### src/rtl/uil_defines.svh
`ifndef UIL_DEFINES_SVH
`define UIL_DEFINES_SVH

// clock and line timing
`define UIL_CLK_HZ 50000000
`define UIL_OVS 16
`define UIL_IR_MAX_BPS 115200
`define UIL_IR_MIN_DIV ((`UIL_CLK_HZ + `UIL_OVS * `UIL_IR_MAX_BPS - 1) / (`UIL_OVS * `UIL_IR_MAX_BPS))
`define UIL_LP_MIN_HZ 1420000
`define UIL_LP_MAX_HZ 2120000
`define UIL_LP_PSC_MIN ((`UIL_CLK_HZ + `UIL_LP_MAX_HZ - 1) / `UIL_LP_MAX_HZ)
`define UIL_LP_PSC_MAX (`UIL_CLK_HZ / `UIL_LP_MIN_HZ)
`define UIL_IR_PULSE_TICKS 4'h3
`define UIL_LP_PULSE_PER 2'h3
`define UIL_GLITCH_PER 2'h2
`define UIL_BRK_BITS 4'hd
`define UIL_DATA_BITS 4'h9
`define UIL_BRK_SHORT 4'ha
`define UIL_BRK_LONG 4'hb
`define UIL_SMP_A 4'h7
`define UIL_SMP_B 4'h8
`define UIL_SMP_C 4'h9
`define UIL_PH_LAST 4'hf

// register offsets
`define UIL_ADR_STATUS 5'h00
`define UIL_ADR_DATA 5'h04
`define UIL_ADR_DIV 5'h08
`define UIL_ADR_CTRL 5'h0c
`define UIL_ADR_PSC 5'h10

// status bits
`define UIL_ST_TC 0
`define UIL_ST_RECEIVE_NOT_EMPTY 1
`define UIL_ST_FE 2
`define UIL_ST_BDF 3
`define UIL_ST_TXE 4
`define UIL_ST_RXB 5
`define UIL_ST_TXB 6
`define UIL_ST_LPOK 7

// reset values
`define UIL_DIV_RST 16'h001c
`define UIL_PSC_RST 8'h00
`define UIL_CTRL_RST 8'h00

`endif

### src/rtl/uil_pkg.sv
package uil_pkg;

   typedef struct packed {
      logic bie;   // break_interrupt_enable
      logic bls;   // break_length_select
      logic send_break;   // send_break
      logic infrared_low_power;  // infrared_low_power
      logic infrared_enable;  // infrared_enable
      logic lin;   // lin_enable
      logic ren;   // receiver_enable
      logic transmitter_enable;   // transmitter_enable
   } uil_ctrl_t;

   typedef enum logic [0:0] {TX_IDLE, TX_SHIFT} uil_tx_st_t;
   typedef enum logic [1:0] {RX_IDLE, RX_FRAME, RX_HOLD} uil_rx_st_t;
   typedef enum logic [1:0] {BK_IDLE, BK_BITS, BK_DELIM} uil_bk_st_t;

endpackage : uil_pkg

### src/rtl/uil_brk_det.sv
`timescale 1ns/100ps
`include "uil_defines.svh"

module uil_brk_det (
   input wire logic clk_i,
   input wire logic rst_i,
   input wire logic tick_i,
   input wire logic en_i,
   input wire logic rxd_i,
   input wire logic long_i,
   output logic det_o,
   output logic rel_o
);

   uil_pkg::uil_bk_st_t st_q;
   logic [3:0] ph_q;
   logic [1:0] smp_q;
   logic [3:0] zc_q;
   logic [3:0] need;
   logic maj;

   assign need = long_i ? `UIL_BRK_LONG : `UIL_BRK_SHORT;
   assign maj = (smp_q[0] & smp_q[1]) | (smp_q[0] & rxd_i) | (smp_q[1] & rxd_i);

   // own start search and bit timing, apart from the receiver
   always_ff @(posedge clk_i) begin
      det_o <= 1'b0;
      rel_o <= 1'b0;
      if (rst_i || !en_i) begin
         st_q <= uil_pkg::BK_IDLE;
         ph_q <= 4'h0;
         smp_q <= 2'h0;
         zc_q <= 4'h0;
      end else begin
         unique case (st_q)
            uil_pkg::BK_IDLE: begin
               if (tick_i && !rxd_i) begin
                  st_q <= uil_pkg::BK_BITS;
                  ph_q <= 4'h1;
                  zc_q <= 4'h0;
               end
            end
            uil_pkg::BK_BITS: begin
               if (tick_i) begin
                  ph_q <= ph_q + 4'h1;
                  if (ph_q == `UIL_SMP_A || ph_q == `UIL_SMP_B) begin
                     smp_q <= {smp_q[0], rxd_i};
                  end
                  if (ph_q == `UIL_SMP_C) begin
                     if (maj) begin
                        st_q <= uil_pkg::BK_IDLE;
                        rel_o <= 1'b1;
                     end else begin
                        zc_q <= zc_q + 4'h1;
                        if (zc_q + 4'h1 == need) begin
                           st_q <= uil_pkg::BK_DELIM;
                        end
                     end
                  end
               end
            end
            uil_pkg::BK_DELIM: begin
               if (tick_i) begin
                  ph_q <= ph_q + 4'h1;
                  if (ph_q == `UIL_SMP_A || ph_q == `UIL_SMP_B) begin
                     smp_q <= {smp_q[0], rxd_i};
                  end
                  if (ph_q == `UIL_SMP_C && maj) begin
                     st_q <= uil_pkg::BK_IDLE;
                     det_o <= 1'b1;
                     rel_o <= 1'b1;
                  end
               end
            end
         endcase
      end
   end
endmodule : uil_brk_det

### src/rtl/uil_top.sv
// Design decisions made here: the address map and the Wishbone register port.
`timescale 1ns/100ps
`include "uil_defines.svh"

module uil_top #(
   parameter int AW = 5
) (
   input wire logic clk_i,
   input wire logic rst_i,
   input wire logic wb_cyc_i,
   input wire logic wb_stb_i,
   input wire logic wb_we_i,
   input wire logic [AW-1:0] wb_adr_i,
   input wire logic [3:0] wb_sel_i,
   input wire logic [31:0] wb_dat_i,
   output logic [31:0] wb_dat_o,
   output logic wb_ack_o,
   input wire logic rx_i,
   input wire logic ir_rx_i,
   output logic tx_o,
   output logic ir_tx_o,
   output logic break_irq_o
);

   uil_pkg::uil_ctrl_t ctrl_q;
   uil_pkg::uil_tx_st_t tx_st_q;
   uil_pkg::uil_rx_st_t rx_st_q;
   logic [15:0] div_q;
   logic [7:0] psc_q;
   logic [15:0] bcnt_q;
   logic tick_q;
   logic req, wr, rd;
   logic [4:0] adr;

   assign adr = wb_adr_i[4:0];
   assign req = wb_cyc_i & wb_stb_i & ~wb_ack_o;
   assign wr = req & wb_we_i;
   assign rd = req & ~wb_we_i;

   // transmitter
   logic [13:0] tsh_q;
   logic [3:0] tbits_q;
   logic [3:0] tph_q;
   logic tbrk_q;
   logic [7:0] thold_q;
   logic tfull_q;
   logic tc_q;
   logic start_brk, start_dat, tx_done, bit_start, tx_busy, rx_busy;

   assign start_brk = (tx_st_q == uil_pkg::TX_IDLE) & ctrl_q.transmitter_enable & ctrl_q.send_break;
   assign start_dat = (tx_st_q == uil_pkg::TX_IDLE) & ctrl_q.transmitter_enable & tfull_q & ~ctrl_q.send_break;
   assign tx_done = (tx_st_q == uil_pkg::TX_SHIFT) & tick_q & (tph_q == `UIL_PH_LAST)
      & (tbits_q == 4'h0);
   assign bit_start = start_brk | start_dat
      | ((tx_st_q == uil_pkg::TX_SHIFT) & tick_q & (tph_q == `UIL_PH_LAST));
   assign tx_busy = (tx_st_q == uil_pkg::TX_SHIFT);

   // oversampling tick, sixteen per bit, restarted at frame start so the first bit is full
   always_ff @(posedge clk_i) begin
      if (rst_i) begin
         bcnt_q <= 16'h0000;
         tick_q <= 1'b0;
      end else if (start_brk || start_dat) begin
         bcnt_q <= (div_q > 16'h0001) ? 16'h0001 : 16'h0000;
         tick_q <= (div_q <= 16'h0001);
      end else if ({1'b0, bcnt_q} + 17'h00001 >= {1'b0, div_q}) begin
         bcnt_q <= 16'h0000;
         tick_q <= 1'b1;
      end else begin
         bcnt_q <= bcnt_q + 16'h0001;
         tick_q <= 1'b0;
      end
   end

   always_ff @(posedge clk_i) begin
      if (rst_i) begin
         tx_st_q <= uil_pkg::TX_IDLE;
         tsh_q <= 14'h3fff;
         tbits_q <= 4'h0;
         tph_q <= 4'h0;
         tbrk_q <= 1'b0;
      end else begin
         unique case (tx_st_q)
            uil_pkg::TX_IDLE: begin
               tph_q <= 4'h0;
               if (start_brk) begin
                  tsh_q <= {1'b1, 13'h0000};
                  tbits_q <= `UIL_BRK_BITS;
                  tbrk_q <= 1'b1;
                  tx_st_q <= uil_pkg::TX_SHIFT;
               end else if (start_dat) begin
                  tsh_q <= {4'hf, 1'b1, thold_q, 1'b0};
                  tbits_q <= `UIL_DATA_BITS;
                  tbrk_q <= 1'b0;
                  tx_st_q <= uil_pkg::TX_SHIFT;
               end
            end
            uil_pkg::TX_SHIFT: begin
               if (tick_q) begin
                  tph_q <= tph_q + 4'h1;
                  if (tph_q == `UIL_PH_LAST) begin
                     tsh_q <= {1'b1, tsh_q[13:1]};
                     tbits_q <= tbits_q - 4'h1;
                     if (tbits_q == 4'h0) begin
                        tx_st_q <= uil_pkg::TX_IDLE;
                     end
                  end
               end
            end
         endcase
      end
   end

   always_ff @(posedge clk_i) begin
      if (rst_i) begin
         tx_o <= 1'b1;
      end else begin
         tx_o <= tx_busy ? tsh_q[0] : 1'b1;
      end
   end

   // holding register and transmission complete, set wins over clear
   always_ff @(posedge clk_i) begin
      if (rst_i) begin
         thold_q <= 8'h00;
         tfull_q <= 1'b0;
         tc_q <= 1'b1;
      end else begin
         if (wr && adr == `UIL_ADR_DATA && wb_sel_i[0]) begin
            thold_q <= wb_dat_i[7:0];
            tfull_q <= 1'b1;
         end else if (start_dat) begin
            tfull_q <= 1'b0;
         end
         if (tx_done && !tfull_q) begin
            tc_q <= 1'b1;
         end else if (wr && adr == `UIL_ADR_DATA && wb_sel_i[0]) begin
            tc_q <= 1'b0;
         end
      end
   end

   // infrared encoder
   logic [7:0] tpc_q;
   logic [1:0] lpn_q;
   logic ir_ok, ir_pulse, lp_ok;

   assign ir_ok = (psc_q != 8'h00) && (div_q >= 16'(`UIL_IR_MIN_DIV));
   assign lp_ok = (psc_q >= 8'(`UIL_LP_PSC_MIN)) && (psc_q <= 8'(`UIL_LP_PSC_MAX));
   assign ir_pulse = tx_busy & ~tsh_q[0]
      & (ctrl_q.infrared_low_power ? (lpn_q < `UIL_LP_PULSE_PER) : (tph_q < `UIL_IR_PULSE_TICKS));

   always_ff @(posedge clk_i) begin
      if (rst_i || bit_start) begin
         tpc_q <= 8'h00;
         lpn_q <= 2'h0;
      end else if (tpc_q + 8'h01 >= psc_q) begin
         tpc_q <= 8'h00;
         lpn_q <= (lpn_q == `UIL_LP_PULSE_PER) ? lpn_q : lpn_q + 2'h1;
      end else begin
         tpc_q <= tpc_q + 8'h01;
      end
   end

   always_ff @(posedge clk_i) begin
      if (rst_i) begin
         ir_tx_o <= 1'b0;
      end else begin
         ir_tx_o <= ctrl_q.infrared_enable & ir_ok & ~rx_busy & ir_pulse;
      end
   end

   // infrared decoder with glitch filter
   logic [7:0] rpc_q;
   logic [1:0] rlow_q;
   logic [4:0] dhold_q;
   logic rxd;

   always_ff @(posedge clk_i) begin
      if (rst_i || ir_rx_i || tx_busy || psc_q == 8'h00) begin
         rpc_q <= 8'h00;
         rlow_q <= 2'h0;
      end else if (rpc_q + 8'h01 >= psc_q) begin
         rpc_q <= 8'h00;
         rlow_q <= (rlow_q == `UIL_GLITCH_PER) ? rlow_q : rlow_q + 2'h1;
      end else begin
         rpc_q <= rpc_q + 8'h01;
      end
   end

   always_ff @(posedge clk_i) begin
      if (rst_i) begin
         dhold_q <= 5'h00;
      end else if (rlow_q == `UIL_GLITCH_PER && !ir_rx_i && !tx_busy) begin
         dhold_q <= 5'h10;
      end else if (tick_q && dhold_q != 5'h00) begin
         dhold_q <= dhold_q - 5'h01;
      end
   end

   assign rxd = ctrl_q.infrared_enable ? (dhold_q == 5'h00) : rx_i;

   // receiver
   logic [3:0] rph_q;
   logic [3:0] rbit_q;
   logic [1:0] rsmp_q;
   logic [7:0] rsh_q;
   logic [7:0] rdat_q;
   logic receive_not_empty_q, fe_q, bdf_q;
   logic maj, rx_stop, brk_det, brk_rel, rd_data;

   assign maj = (rsmp_q[0] & rsmp_q[1]) | (rsmp_q[0] & rxd) | (rsmp_q[1] & rxd);
   assign rx_stop = (rx_st_q == uil_pkg::RX_FRAME) & ctrl_q.ren & tick_q
      & (rph_q == `UIL_SMP_C) & (rbit_q == `UIL_DATA_BITS);
   assign rx_busy = (rx_st_q != uil_pkg::RX_IDLE);
   assign rd_data = rd & (adr == `UIL_ADR_DATA);

   always_ff @(posedge clk_i) begin
      if (rst_i) begin
         rx_st_q <= uil_pkg::RX_IDLE;
         rph_q <= 4'h0;
         rbit_q <= 4'h0;
         rsmp_q <= 2'h0;
         rsh_q <= 8'h00;
         rdat_q <= 8'h00;
      end else begin
         unique case (rx_st_q)
            uil_pkg::RX_IDLE: begin
               if (ctrl_q.ren && tick_q && !rxd) begin
                  rx_st_q <= uil_pkg::RX_FRAME;
                  rph_q <= 4'h1;
                  rbit_q <= 4'h0;
               end
            end
            uil_pkg::RX_FRAME: begin
               if (!ctrl_q.ren) begin
                  rx_st_q <= uil_pkg::RX_IDLE;
               end else if (tick_q) begin
                  rph_q <= rph_q + 4'h1;
                  if (rph_q == `UIL_PH_LAST) begin
                     rbit_q <= rbit_q + 4'h1;
                  end
                  if (rph_q == `UIL_SMP_A || rph_q == `UIL_SMP_B) begin
                     rsmp_q <= {rsmp_q[0], rxd};
                  end
                  if (rph_q == `UIL_SMP_C) begin
                     if (rbit_q == 4'h0) begin
                        if (maj) begin
                           rx_st_q <= uil_pkg::RX_IDLE;
                        end
                     end else if (rbit_q < `UIL_DATA_BITS) begin
                        rsh_q <= {maj, rsh_q[7:1]};
                     end else begin
                        rdat_q <= rsh_q;
                        rx_st_q <= (!maj && ctrl_q.lin) ? uil_pkg::RX_HOLD
                           : uil_pkg::RX_IDLE;
                     end
                  end
               end
            end
            uil_pkg::RX_HOLD: begin
               if (!ctrl_q.lin || brk_rel) begin
                  rx_st_q <= uil_pkg::RX_IDLE;
               end
            end
         endcase
      end
   end

   uil_brk_det u_brk (
      .clk_i(clk_i),
      .rst_i(rst_i),
      .tick_i(tick_q),
      .en_i(ctrl_q.ren),
      .rxd_i(rxd),
      .long_i(ctrl_q.bls),
      .det_o(brk_det),
      .rel_o(brk_rel)
   );

   // status flags, set wins over clear
   always_ff @(posedge clk_i) begin
      if (rst_i) begin
         receive_not_empty_q <= 1'b0;
         fe_q <= 1'b0;
         bdf_q <= 1'b0;
         break_irq_o <= 1'b0;
      end else begin
         if (rx_stop) begin
            receive_not_empty_q <= 1'b1;
         end else if (rd_data) begin
            receive_not_empty_q <= 1'b0;
         end
         if (rx_stop && !maj) begin
            fe_q <= 1'b1;
         end else if (rd_data) begin
            fe_q <= 1'b0;
         end
         if (brk_det && ctrl_q.lin) begin
            bdf_q <= 1'b1;
         end else if (wr && adr == `UIL_ADR_STATUS && wb_sel_i[0] && wb_dat_i[`UIL_ST_BDF]) begin
            bdf_q <= 1'b0;
         end
         break_irq_o <= bdf_q & ctrl_q.bie;
      end
   end

   // register writes
   always_ff @(posedge clk_i) begin
      if (rst_i) begin
         ctrl_q <= `UIL_CTRL_RST;
         div_q <= `UIL_DIV_RST;
         psc_q <= `UIL_PSC_RST;
      end else begin
         if (wr && adr == `UIL_ADR_CTRL && wb_sel_i[0]) begin
            ctrl_q <= wb_dat_i[7:0];
         end else if (tx_done && tbrk_q) begin
            ctrl_q.send_break <= 1'b0;
         end
         if (wr && adr == `UIL_ADR_DIV && wb_sel_i[0]) begin
            div_q[7:0] <= wb_dat_i[7:0];
         end
         if (wr && adr == `UIL_ADR_DIV && wb_sel_i[1]) begin
            div_q[15:8] <= wb_dat_i[15:8];
         end
         if (wr && adr == `UIL_ADR_PSC && wb_sel_i[0]) begin
            psc_q <= wb_dat_i[7:0];
         end
      end
   end

   // bus answer and read data
   always_ff @(posedge clk_i) begin
      if (rst_i) begin
         wb_ack_o <= 1'b0;
         wb_dat_o <= 32'h00000000;
      end else begin
         wb_ack_o <= req;
         if (rd) begin
            unique case (adr)
               `UIL_ADR_STATUS: wb_dat_o <= {24'h000000, lp_ok, tx_busy, rx_busy, ~tfull_q,
                  bdf_q, fe_q, receive_not_empty_q, tc_q};
               `UIL_ADR_DATA: wb_dat_o <= {24'h000000, rdat_q};
               `UIL_ADR_DIV: wb_dat_o <= {16'h0000, div_q};
               `UIL_ADR_CTRL: wb_dat_o <= {24'h000000, ctrl_q};
               `UIL_ADR_PSC: wb_dat_o <= {24'h000000, psc_q};
               default: wb_dat_o <= 32'h00000000;
            endcase
         end
      end
   end
endmodule : uil_top

### config.mk
export PLATFORM = sky130hd
export DESIGN_NAME = uil_top
export DESIGN_NICKNAME = d
export VERILOG_FILES = /design/src/rtl/uil_pkg.sv /design/src/rtl/uil_brk_det.sv /design/src/rtl/uil_top.sv
export VERILOG_INCLUDE_DIRS = /design/src /design/src/rtl
export SDC_FILE = /design/constraint.sdc
export NUM_CORES = 1
export LEC_CHECK = 0
export BUFFER_PORTS_ARGS = -buffer_cell sky130_fd_sc_hd__buf_2
export CORE_ASPECT_RATIO = 1.4
export CORE_UTILIZATION = 54
export CTS_CLUSTER_SIZE = 8
export DETAILED_ROUTE_END_ITERATION = 10
export PLACE_DENSITY_LB_ADDON = 0.12
export RECOVER_POWER = 100
export SYNTH_ARGS = -nofsm -noshare
export SYNTH_HDL_FRONTEND = slang
export SYNTH_HIERARCHICAL = 1
export SYNTH_SLANG_ARGS = --single-unit
export TNS_END_PERCENT = 30
### constraint.sdc
create_clock -name clk_i -period 2.85 [get_ports clk_i]
set_clock_uncertainty 0.1 [all_clocks]
set_input_delay 0.1425 -clock clk_i [delete_from_list [all_inputs] [get_ports clk_i]]
set_output_delay 0.1425 -clock clk_i [all_outputs]
set_load 0.005 [all_outputs]
==> Word level (Yosys, flattened, before mapping) <==
Index checks and enable logic that the tools add are counted.
{ "word_totals": {"out_inout_bits": 36, "inputBits": 48, "elab_cells": 319, "register_bits": 189} }
{ "op_classes": {"muxes": 80, "addsub": 13, "reduce_logical": 82, "bitwise_logic": 46, "eq_ne": 40, "order_cmp": 11} }
{ "op_table": {"columns": ["cell", "count"], "rows": [
  ["$pmux W16 S5", 1],
  ["$mux W4", 18],
  ["$mux W14", 4],
  ["$pmux W4 S2", 6],
  ["$mux W16", 2],
  ["$mux W2", 16],
  ["$and A1 B1 Y1", 28],
  ["$eq A4 B4 Y1 const B", 7],
  ["$pmux W14 S2", 1],
  ["$logic_and A1 B1 Y1", 26],
  ["$mux W1", 26],
  ["$reduce_and A6 Y1", 4],
  ["$add A4 B1 Y4 const B", 5],
  ["$reduce_bool A2 Y1", 10],
  ["$add A16 B1 Y17 const B", 1],
  ["$ge A17 B16 Y1", 1],
  ["$add A16 B1 Y16 const B", 1],
  ["$add A8 B1 Y8 const B", 2],
  ["$ge A16 B5 Y1 const B", 1],
  ["$ge A8 B8 Y1", 2],
  ["$gt A16 B1 Y1 const B", 1],
  ["$le A16 B1 Y1 const B", 1],
  ["$ne A2 B1 Y1 const B", 7],
  ["$ne A2 B2 Y1 const B", 7],
  ["37 further kinds", 94]
]} }

==> Longest topological paths before layout <==
Gate-level depths: netlist of the first run.
{ "depth": {"word_depth": 14, "mapped_depth": 11, "depth_no_buf": 10} }

==> By module <==
The synthesis of the first run kept the hierarchy.
{ "by_module_without_submodules": {"columns": ["module", "area_per_inst_um2", "seq_area_each_um2", "cells_each", "n_inst"], "rows": [
  ["uil_top", 7845.0, 3163.0, 922, 1],
  ["uil_brk_det", 842.1, 280.3, 96, 1]
]} }

==> Least setup slack after synthesis of the first run <==
OpenSTA, ideal clock, no wires.
{ "synth_timing": {"kind": "flip-flop to flip-flop", "from": "register bcnt_q[0]", "to": "register bcnt_q[11]", "setup_slack_ns": 0.018, "stages_incl_launch_ff": 11, "n_path_buf": 1, "t_required_ns": 2.689, "setup_time_ns": 0.061, "synth_period_minus_slack_ns": 2.832, "t_arrival_ns": 2.671, "path_cell_list": "dfxtp_1 -> ha_1 -> nand3_1 -> nor3_2 -> xor2_1 -> ha_1 -> a21o_1 -> a211o_1 -> a311oi_2 -> clkbuf_1 -> and4_1"} }
{ "synth_between": {"elab_chain_cells": 4, "elab_cells_between_ends": 5, "cone_classes": "add/sub: 2; order compare: 1; mux: 2"} }
{ "synth_lines": {"columns": ["element", "line_no", "rtl"], "rows": [
  ["from (decl)", "uil_top.sv:30", "logic [15:0] bcnt_q;"],
  ["from (signal assigned)", "uil_top.sv:64", "bcnt_q <= (div_q > 16'h0001) ? 16'h0001 : 16'h0000;"],
  ["from (signal assigned)", "uil_top.sv:70", "bcnt_q <= bcnt_q + 16'h0001;"],
  ["$add A16 B1 Y17", "uil_top.sv:66", "end else if ({1'b0, bcnt_q} + 17'h00001 >= {1'b0, div_q}) begin"],
  ["$ge A17 B16 Y1", "uil_top.sv:66", null],
  ["$mux W16 (*)", "uil_top.sv:66", null],
  ["$mux W16 (*)", "uil_top.sv:63", "end else if (start_brk || start_dat) begin"]
]} }
Every way passes the cells marked *; elsewhere a longest branch is shown, timed or not.
A chain may end at the register's enable or synchronous reset.

==> Worst setup path after layout of the first run <==
{ "layout_timing": {"from": "register bcnt_q[9]", "to": "register bcnt_q[0]"} }
{ "layout_between": {"elab_chain_cells": 4} }
{ "layout_lines": {"columns": ["element", "line_no"], "rows": [
  ["$add A16 B1 Y17", "uil_top.sv:66"],
  ["$ge A17 B16 Y1", "uil_top.sv:66"],
  ["$mux W16", "uil_top.sv:66"],
  ["$mux W16", "uil_top.sv:63"]
]} }
No other way between the ends.

==> results_dict.tcl, run 1 <==
set metrics [dict create \
    viasPerCell 5.72 \
    async_flop_share_pct 0 \
    maxCapViolCount 0 \
    cts_setup_buffers 0 \
    fin_crit_ps 2750 \
    seq_area_frac_synth_pct 39.6 \
    required_ps 3080 \
    grt_max_degree 41 \
    fin_nets 1189 \
    synth_area_leaders "dfxtp_1 (40%), ha_1 (8.2%), nand2_1 (5.4%)" \
    track_usage_pct 25.8 \
    synth_cell_types 71 \
    syn_avg_cell_area_um2 8.53 \
    die_h_um 152 \
    clock_latency_ps 430 \
    ys_warn_count 6 \
    cp-end-kind "flop" \
    synth_edf_count 0 \
    gp_congestion 0.840 \
    clk_pin_slew_worst_paths_ps 70 \
    clockRootBuffer "clkbuf_16" \
    die_area_mm2 0.0166 \
    critPathLaunchType "flop" \
    drtPass1Iterations 5 \
    drcViolationCount 0 \
    hpwl_mm 15.0 \
    die_w_um 109 \
    start_util_pct 55.4 \
    critPathKind "flop to flop" \
    synth_area_leader_cell "dfxtp_1" \
    fmax_mhz 363 \
    final_layout_size_suffix_gt1_share_pct 10.3 \
    ys_seq_elements 172 \
    rows 54 \
    antenna_found_initial 0 \
    min_period_over_period_pct 96.6 \
    worst_slew_pin_slew_ps 894 \
    cp_max_fo 4 \
    status "finished, final reports clean" \
    vias 7401 \
    cts_sinks 172 \
    antenna_cells 0 \
    drtIter0Drc 347 \
    ir_worst_vdd_uv 475 \
    grt_pass1_vias 7071 \
    htreeDepth 4 \
    wire_per_inst_um 16.0 \
    grt_overflow 0 \
    synth_top_area_share_pct 39.6 \
    synth_flop_cell "dfxtp_1" \
    syn_area_mm2 0.00869 \
    ant_nets 0 \
    crit_arrival_ps 2980 \
    place_ws_ps -5.98 \
    clockBufferDepth 2 \
    grt_pass1_wl_mm 33.6 \
    p_leak_nw 4.00 \
    fin_ws_ps 97.4 \
    cts_tree "done" \
    core_area_mm2 0.0157 \
    io_buffers 49 \
    drt_wl_total_mm 20.7 \
    cts_buffers 17 \
    slew-limit-headroom_pct 39.9 \
    grt_setup_unrepaired "yes" \
    synthToLayoutAreaGrowth_pct 14.8 \
    power.density_mw_per_mm2 529 \
    hp-class "input pin to flop" \
    final_core_util_pct 63.6 \
    syn_inst 1018 \
    drv_slew 0 \
    hold_violations 0 \
    io_pins 84 \
    setup-violations-final 0 \
]
## final timing paths
check / startpoint / end / slack [ps] / depth (start not counted)
max: bcnt_q[9]$_SDFF_PP0_ / bcnt_q[0]$_SDFF_PP0_ / 100 / 9
min reg2reg: wb_dat_o[14]$_SDFFE_PP0P_ / wb_dat_o[14]$_SDFFE_PP0P_ / 350 / 2
min: rst_i / rsh_q[5]$_SDFFE_PP0P_ / 30 / 2
max reg2reg: bcnt_q[9]$_SDFF_PP0_ / bcnt_q[0]$_SDFF_PP0_ / 100 / 9
## cells in the final DEF, fill, tap and decap left out, types with 6 or more instances in the layout
master / instances
dfxtp_1: 170
a31o_2: 8
a21o_1: 13
clkbuf_16: 17
nor4_1: 7
dlygate4sd3_1: 19
and3_1: 12
nand3b_1: 8
xor2_1: 14
mux2i_1: 36
conb_1: 16
a21oi_1: 81
a22oi_1: 17
inv_1: 47
nand2_1: 125
nor3b_1: 13
ha_1: 56
nand3_1: 75
nand2b_1: 11
nand4_1: 15
a211oi_1: 7
buf_2: 35
o21ai_0: 20
and4_1: 19
buf_4: 13
clkbuf_1: 24
nor2b_1: 9
o211ai_1: 6
bufinv_16: 6
xnor2_1: 20
nor2_1: 78
nor3_1: 17
## timing repair
action	CTS	global route
hold buffers	19	0
endpoints found under the hold margin	45	0
resized for setup	1	15
setup endpoints to repair	1	27
cloned	0	0
pin swaps	1	2
## sequential cells by signal, indices dropped and copies added (netlist names), 4 cells and up
signal,count
bcnt_q,16
ctrl_q,8
dhold_q,5
div_q,16
psc_q,8
rbit_q,4
rdat_q,8
rpc_q,8
rph_q,4
rsh_q,8
tbits_q,4
thold_q,8
tpc_q,8
tph_q,4
tsh_q,13
u_brk/ph_q,4
u_brk/zc_q,4
wb_dat_o,16
## layer usage
layer,part of all wire (%),GRT usage (%)
met4,3.6,11.9
met3,4.0,5.53
met5,0,0
met2,49,42.8
met1,43,31.3
## stage by stage
stage / power [mW] / hold slack (ps) / instance area [um2] / setup TNS (ps) / instances
global route: 5.45 / 27.5 / 9970 / -7.55 / 1293
finish: 5.27 / 28.4 / 9970 / 0 / 1293
detailed placement: 2.67 / 295 / 9110 / -5.98 / 1242
floorplan: 2.61 / 178 / 8740 / 0 / 1033
CTS: 5.31 / 16.0 / 9970 / 0 / 1293
global placement: 2.66 / 281 / 9110 / 0 / 1242
## cell type report
type | count | area (um2)
Inverter | 47 | 176
Sequential cell | 172 | 3450
Clock inverter | 13 | 238
Fill cell | 1410 | 5700
Timing Repair Buffer | 91 | 577
Clock buffer | 19 | 433
Tap cell | 196 | 245
Multi-Input combinational cell | 755 | 4860
## logic make-up (layout without fill, tap and decap cells)
family,after synthesis,after routing,share of synthesized area (%)
compound gates,190,190,14.1
simple gates,416,416,24.2
buf+inv,106,170,5.60
fa+ha+maj,58,58,8.34
mux,38,38,4.41
other cells,1,16,0.0432
flops,172,172,39.6
xor+xnor,37,37,3.73
## cells in the mapped netlist, drive strengths merged (20+ instances only)
master	instances
o21ai	26
nand2	125
nand3	75
inv	47
nor2	78
dfxtp	172
and4	20
mux2i	36
buf	28
clkbuf	31
ha	57
a21oi	81
xnor2	22
## critical path, cell delays in order, from the launching register on
cell	delay (ps)
dfxtp_1	380
and4_1	250
nand3_1	120
nor3_2	220
xor2_1	210
ha_1	270
a21o_1	160
a211o_1	310
a311o_1	340
o41ai_2	290
## where the power goes
group          internal (mW)  total, mW  leakage, nW  switching, mW
Sequential              2.42       2.43         1.39        0.00986
Combinational         0.0813      0.210         2.29          0.129
Clock                   1.65       2.63        0.326          0.981
(Power assumes the default switching activity.)
==> run 2: changes to the inputs <==
- CORE_ASPECT_RATIO: 1.4 -> not set
- CORE_MARGIN: not set -> 1.5
==> results_dict.tcl, run 2 (synthesized netlist as in run 1, its figures left out) <==
set metrics [dict create \
    status "finished, final reports clean" \
    htreeDepth 4 \
    largestRegisters "bcnt_q: 16 flops, div_q: 16 flops, wb_dat_o: 16 flops" \
    critPathKind "flop to flop" \
    final_cell_mix "dfxtp_1 (170), nand2_1 (125), a21oi_1 (81), nor2_1 (78), nand3_1 (74)" \
    slew-limit-headroom_pct 37.2 \
    ir_worst_vdd_uv 457 \
    drv_slew 0 \
    final_common_cell "dfxtp_1" \
    hold_violations 0 \
    track_usage_pct 25.5 \
    drt_wl_total_mm 20.8 \
    viasPerCell 5.61 \
    drtPass1Iterations 4 \
    cts_tree "done" \
    antenna_cells 0 \
    core_area_mm2 0.0158 \
    clock_latency_ps 440 \
    fin_ws_ps 87.0 \
    io_pins 84 \
    hpwl_mm 14.4 \
    die_h_um 130 \
    io_buffers 49 \
    cts_buffers 17 \
    hp-class "input pin to flop" \
    clockRootBuffer "clkbuf_16" \
    dp_cells 1259 \
    required_ps 3120 \
    cp-end-kind "flop" \
    hold_start "rst_i" \
    final_layout_size_suffix_gt1_share_pct 10.1 \
    rrSetupSlack_ps 90 \
    ant_nets 0 \
    final_core_util_pct 63.0 \
    gp_congestion 0.821 \
    p_leak_nw 3.93 \
    hold_end "rsmp_q[0]$_SDFFE_PP0P_" \
    reg2reg_from "bcnt_q[3]$_SDFF_PP0_" \
    fin_nets 1186 \
    cpPeakStageDelay_ps 380 \
    grt_pass1_vias 6743 \
    clockBufferDepth 2 \
    path_delay_family "simple AND/OR/NAND/NOR gates" \
    num-fill-cells 1400 \
    wire_per_inst_um 15.9 \
    fin_crit_ps 2760 \
    maxCapViolCount 0 \
    drtIter0Drc 498 \
    fmax_mhz 362 \
    slowest_stage "dfxtp_1" \
    crit_chain "and3_4, and4_4, and4_1, xor2_2, ha_1, and4_1, o31ai_2, a21o_1, buf_12, and4_1" \
    crit_arrival_ps 3030 \
    start_util_pct 55.1 \
    cp_max_fo 16 \
    rr_endpoint "bcnt_q[9]$_SDFF_PP0_" \
    reg2reg_depth 10 \
    min_period_over_period_pct 96.9 \
    vias 7344 \
    drcViolationCount 0 \
    crit_buf_inv 1 \
    clk_pin_slew_worst_paths_ps 70 \
    path_common_cell "and4_1" \
    grt_pass1_wl_mm 33.7 \
    rows 46 \
    hold_depth 2 \
    final_cells 1310 \
    setup-violations-final 0 \
    multiInputGateArea_mm2 0.00485 \
    grt_setup_unrepaired "yes" \
    grt_max_degree 68 \
    critPathLaunchType "flop" \
    cts_sinks 172 \
    place_ws_ps -22.4 \
    synthToLayoutAreaGrowth_pct 14.3 \
    die_area_mm2 0.0169 \
    antenna_found_initial 0 \
    worst_slew_pin_slew_ps 933 \
    power.density_mw_per_mm2 518 \
    grt_overflow 0 \
    seq_area_mm2 0.00345 \
    die_w_um 130 \
]
## run 2: cell types whose count changed in the layout (fill, tap and decap cells not counted), sizes merged
cell      previous run  this run
clkinv               5         6
buf                 50        45
inv                 49        47
clkinvlp             0         1
clkbuf              41        44
bufinv               6         5
## run 2: cell type report
type                            count  area share [%]
Multi-Input combinational cell    755            48.9
Sequential cell                   172            34.7
Timing Repair Buffer               88            5.58
Clock buffer                       20            4.40
Tap cell                          216            2.72
Clock inverter                     12            1.97
Inverter                           47            1.78
## run 2: power by group
part           total [mW]  internal (mW)  switching [mW]
Sequential           2.43           2.42         0.00880
Clock                2.51           1.55           0.957
Combinational       0.211         0.0787           0.132
Total                5.14           4.05            1.10
## run 2: worst max path at each step
stage | slack, ps | start | endpoint | depth (start not counted)
2_1_floorplan | 20 | bcnt_q[0]$_SDFF_PP0_ | bcnt_q[11]$_SDFF_PP0_ | 10
3_3_place_gp | 100 | bcnt_q[7]$_SDFF_PP0_ | bcnt_q[0]$_SDFF_PP0_ | 9
6_report | 90 | bcnt_q[3]$_SDFF_PP0_ | bcnt_q[9]$_SDFF_PP0_ | 10
3_5_place_dp | -20 | bcnt_q[3]$_SDFF_PP0_ | bcnt_q[6]$_SDFF_PP0_ | 11
4_1_cts | 9 | bcnt_q[3]$_SDFF_PP0_ | bcnt_q[6]$_SDFF_PP0_ | 10
5_1_grt | -30 | bcnt_q[7]$_SDFF_PP0_ | bcnt_q[13]$_SDFF_PP0_ | 10
## run 2: layer usage
layer	track usage [%]	part of all wire, %
met1	35.0	48
met3	6.03	5.1
met5	0	0
met2	40.0	46
met4	7.65	1.8
## run 2: what timing repair did
action / in CTS / in global routing
gates resized for setup: 3 / 13
hold endpoints to repair: 45 / 0
endpoints found under the setup margin: 16 / 25
buffers inserted: 0 / 0
hold buffers: 19 / 0
pin swaps: 0 / 1
## run 2: metrics by stage
stage | total power [mW] | hold WS, ps | instance area (um2) | TNS [ps]
after global routing | 5.31 | 139 | 9930 | -314
after global placement | 2.67 | 285 | 9110 | 0
after floorplan | 2.61 | 178 | 8740 | 0
final | 5.14 | 127 | 9930 | 0
after detailed placement | 2.67 | 288 | 9110 | -148
after CTS | 5.18 | 114 | 9950 | 0
==> run 3: changes to the inputs <==
- CELL_PAD_IN_SITES_DETAIL_PLACEMENT: not set -> 2
- CELL_PAD_IN_SITES_GLOBAL_PLACEMENT: not set -> 2
- CORE_UTILIZATION: 54 -> 33
==> results_dict.tcl, run 3 (synthesized netlist as in run 1, its figures left out) <==
set metrics [dict create \
    cp-end-kind "flop" \
    wire_per_inst_um 19.1 \
    die_h_um 165 \
    start_util_pct 33.5 \
    fin_crit_ps 2770 \
    ant_nets 0 \
    cts_tree "done" \
    core_area_mm2 0.0259 \
    power.density_mw_per_mm2 501 \
    final.setup.tns_ps 0 \
    final_area_mm2 0.0103 \
    drtPass1Iterations 5 \
    io_pins 84 \
    die_w_um 165 \
    drcViolationCount 0 \
    place_area_mm2 0.00932 \
    status "finished, final reports clean" \
    antenna_cells 0 \
    drtIter0Drc 437 \
    multiInputGateArea_mm2 0.00495 \
    antenna_found_initial 0 \
    fin_hold_ws_ps 285 \
    clock_latency_ps 440 \
    final_core_util_pct 39.6 \
    grt_max_degree 45 \
    crit_arrival_ps 3050 \
    grt_overflow 0 \
    gp_congestion 0.747 \
    largestRegisters "bcnt_q: 16 flops, div_q: 16 flops, wb_dat_o: 16 flops" \
    fmax_mhz 361 \
    track_usage_pct 20.5 \
    critPathLaunchType "flop" \
    grt_pass1_vias 7960 \
    io_buffers 49 \
    grt_pass1_wl_mm 43.3 \
    rows 59 \
    vias 7582 \
    hpwl_mm 19.8 \
    htreeDepth 4 \
    num-fill-cells 2921 \
    fin_nets 1199 \
    cts_buffers 17 \
    ir_worst_vdd_uv 299 \
    worst_slew_pin_slew_ps 1060 \
    critPathKind "flop to flop" \
    clockRootBuffer "clkbuf_16" \
    hp-class "input pin to flop" \
    final_cell_mix "dfxtp_1 (164), nand2_1 (125), a21oi_1 (81), nor2_1 (77), nand3_1 (73)" \
    drv_slew 0 \
    synthToLayoutAreaGrowth_pct 18.0 \
    final_common_cell "dfxtp_1" \
    min_period_over_period_pct 97.3 \
    final_layout_size_suffix_gt1_share_pct 12.6 \
    drt_wl_total_mm 27.6 \
    viasPerCell 5.26 \
    slew-limit-headroom_pct 29.6 \
    seq_area_mm2 0.00346 \
    maxCapViolCount 0 \
    cp_max_fo 8 \
    cts_sinks 172 \
    clockBufferDepth 2 \
    grt_setup_unrepaired "yes" \
    required_ps 3120 \
    hold_violations 0 \
    setup-violations-final 0 \
    clk_pin_slew_worst_paths_ps 70 \
    p_leak_nw 4.05 \
    die_area_mm2 0.0273 \
]
run 3: final cells by class:
cell class              instances  area share (%)
inverters                      47            1.72
clock inverters                15            1.78
flip-flops and latches        172            33.7
multi-input cells             755            48.3
clock buffers                  17            4.15
repair buffers                101            6.27
well taps                     335            4.09
run 3: where the power goes:
group          total (mW)  internal [mW]  switching (mW)  leakage [nW]
registers            2.43           2.41          0.0115          1.39
logic               0.231         0.0834           0.148          2.36
clock network        2.48           1.40            1.09         0.299
run 3: repair_timing:
action,CTS,global route
buffers inserted,1,4
hold buffers,19,0
endpoints found under the hold margin,44,0
pin swaps,1,12
gates cloned,0,1
setup endpoints to repair,16,33
gates resized for setup,4,40
run 3: path summary, 6_finish.rpt:
path,startpoint,endpoint,slack [ps],depth (start not counted)
max,bcnt_q[7]$_SDFF_PP0_,bcnt_q[2]$_SDFF_PP0_,80,10
min,wb_we_i,wb_dat_o[10]$_SDFFE_PP0P_,290,5
max reg2reg,bcnt_q[7]$_SDFF_PP0_,bcnt_q[2]$_SDFF_PP0_,80,10
min reg2reg,wb_dat_o[5]$_SDFFE_PP0P_,wb_dat_o[5]$_SDFFE_PP0P_,360,2
run 3: metrics by stage:
| step | setup WS [ps] | cells | total power, mW |
|---|---|---|---|
| after CTS | 6.28 | 1437 | 5.19 |
| after detailed placement | -8.98 | 1385 | 2.69 |
| after global placement | 71.8 | 1385 | 2.68 |
| final | 76.7 | 1442 | 5.14 |
| after global routing | -59.0 | 1442 | 5.32 |
| after floorplan | 18.3 | 1033 | 2.61 |
run 3: critical path: stages (launching register included):
cell and delay (ps):
dfxtp_4 380, and4_4 260, nand3_2 120, nor3_4 190, xor2_2 180, ha_1 270, a21o_1 170, a211o_1 320
a311oi_2 310, buf_4 230, and4_1 190
run 3: routing by layer:
layer | part of all wire, % | track usage [%] | vias up
met5 | 0 | 0 | -
met4 | 2.0 | 7.04 | 0
met3 | 3.2 | 3.00 | 40
met2 | 48 | 35.0 | 104
met1 | 47 | 26.5 | 3733
li1 | - | - | 3705
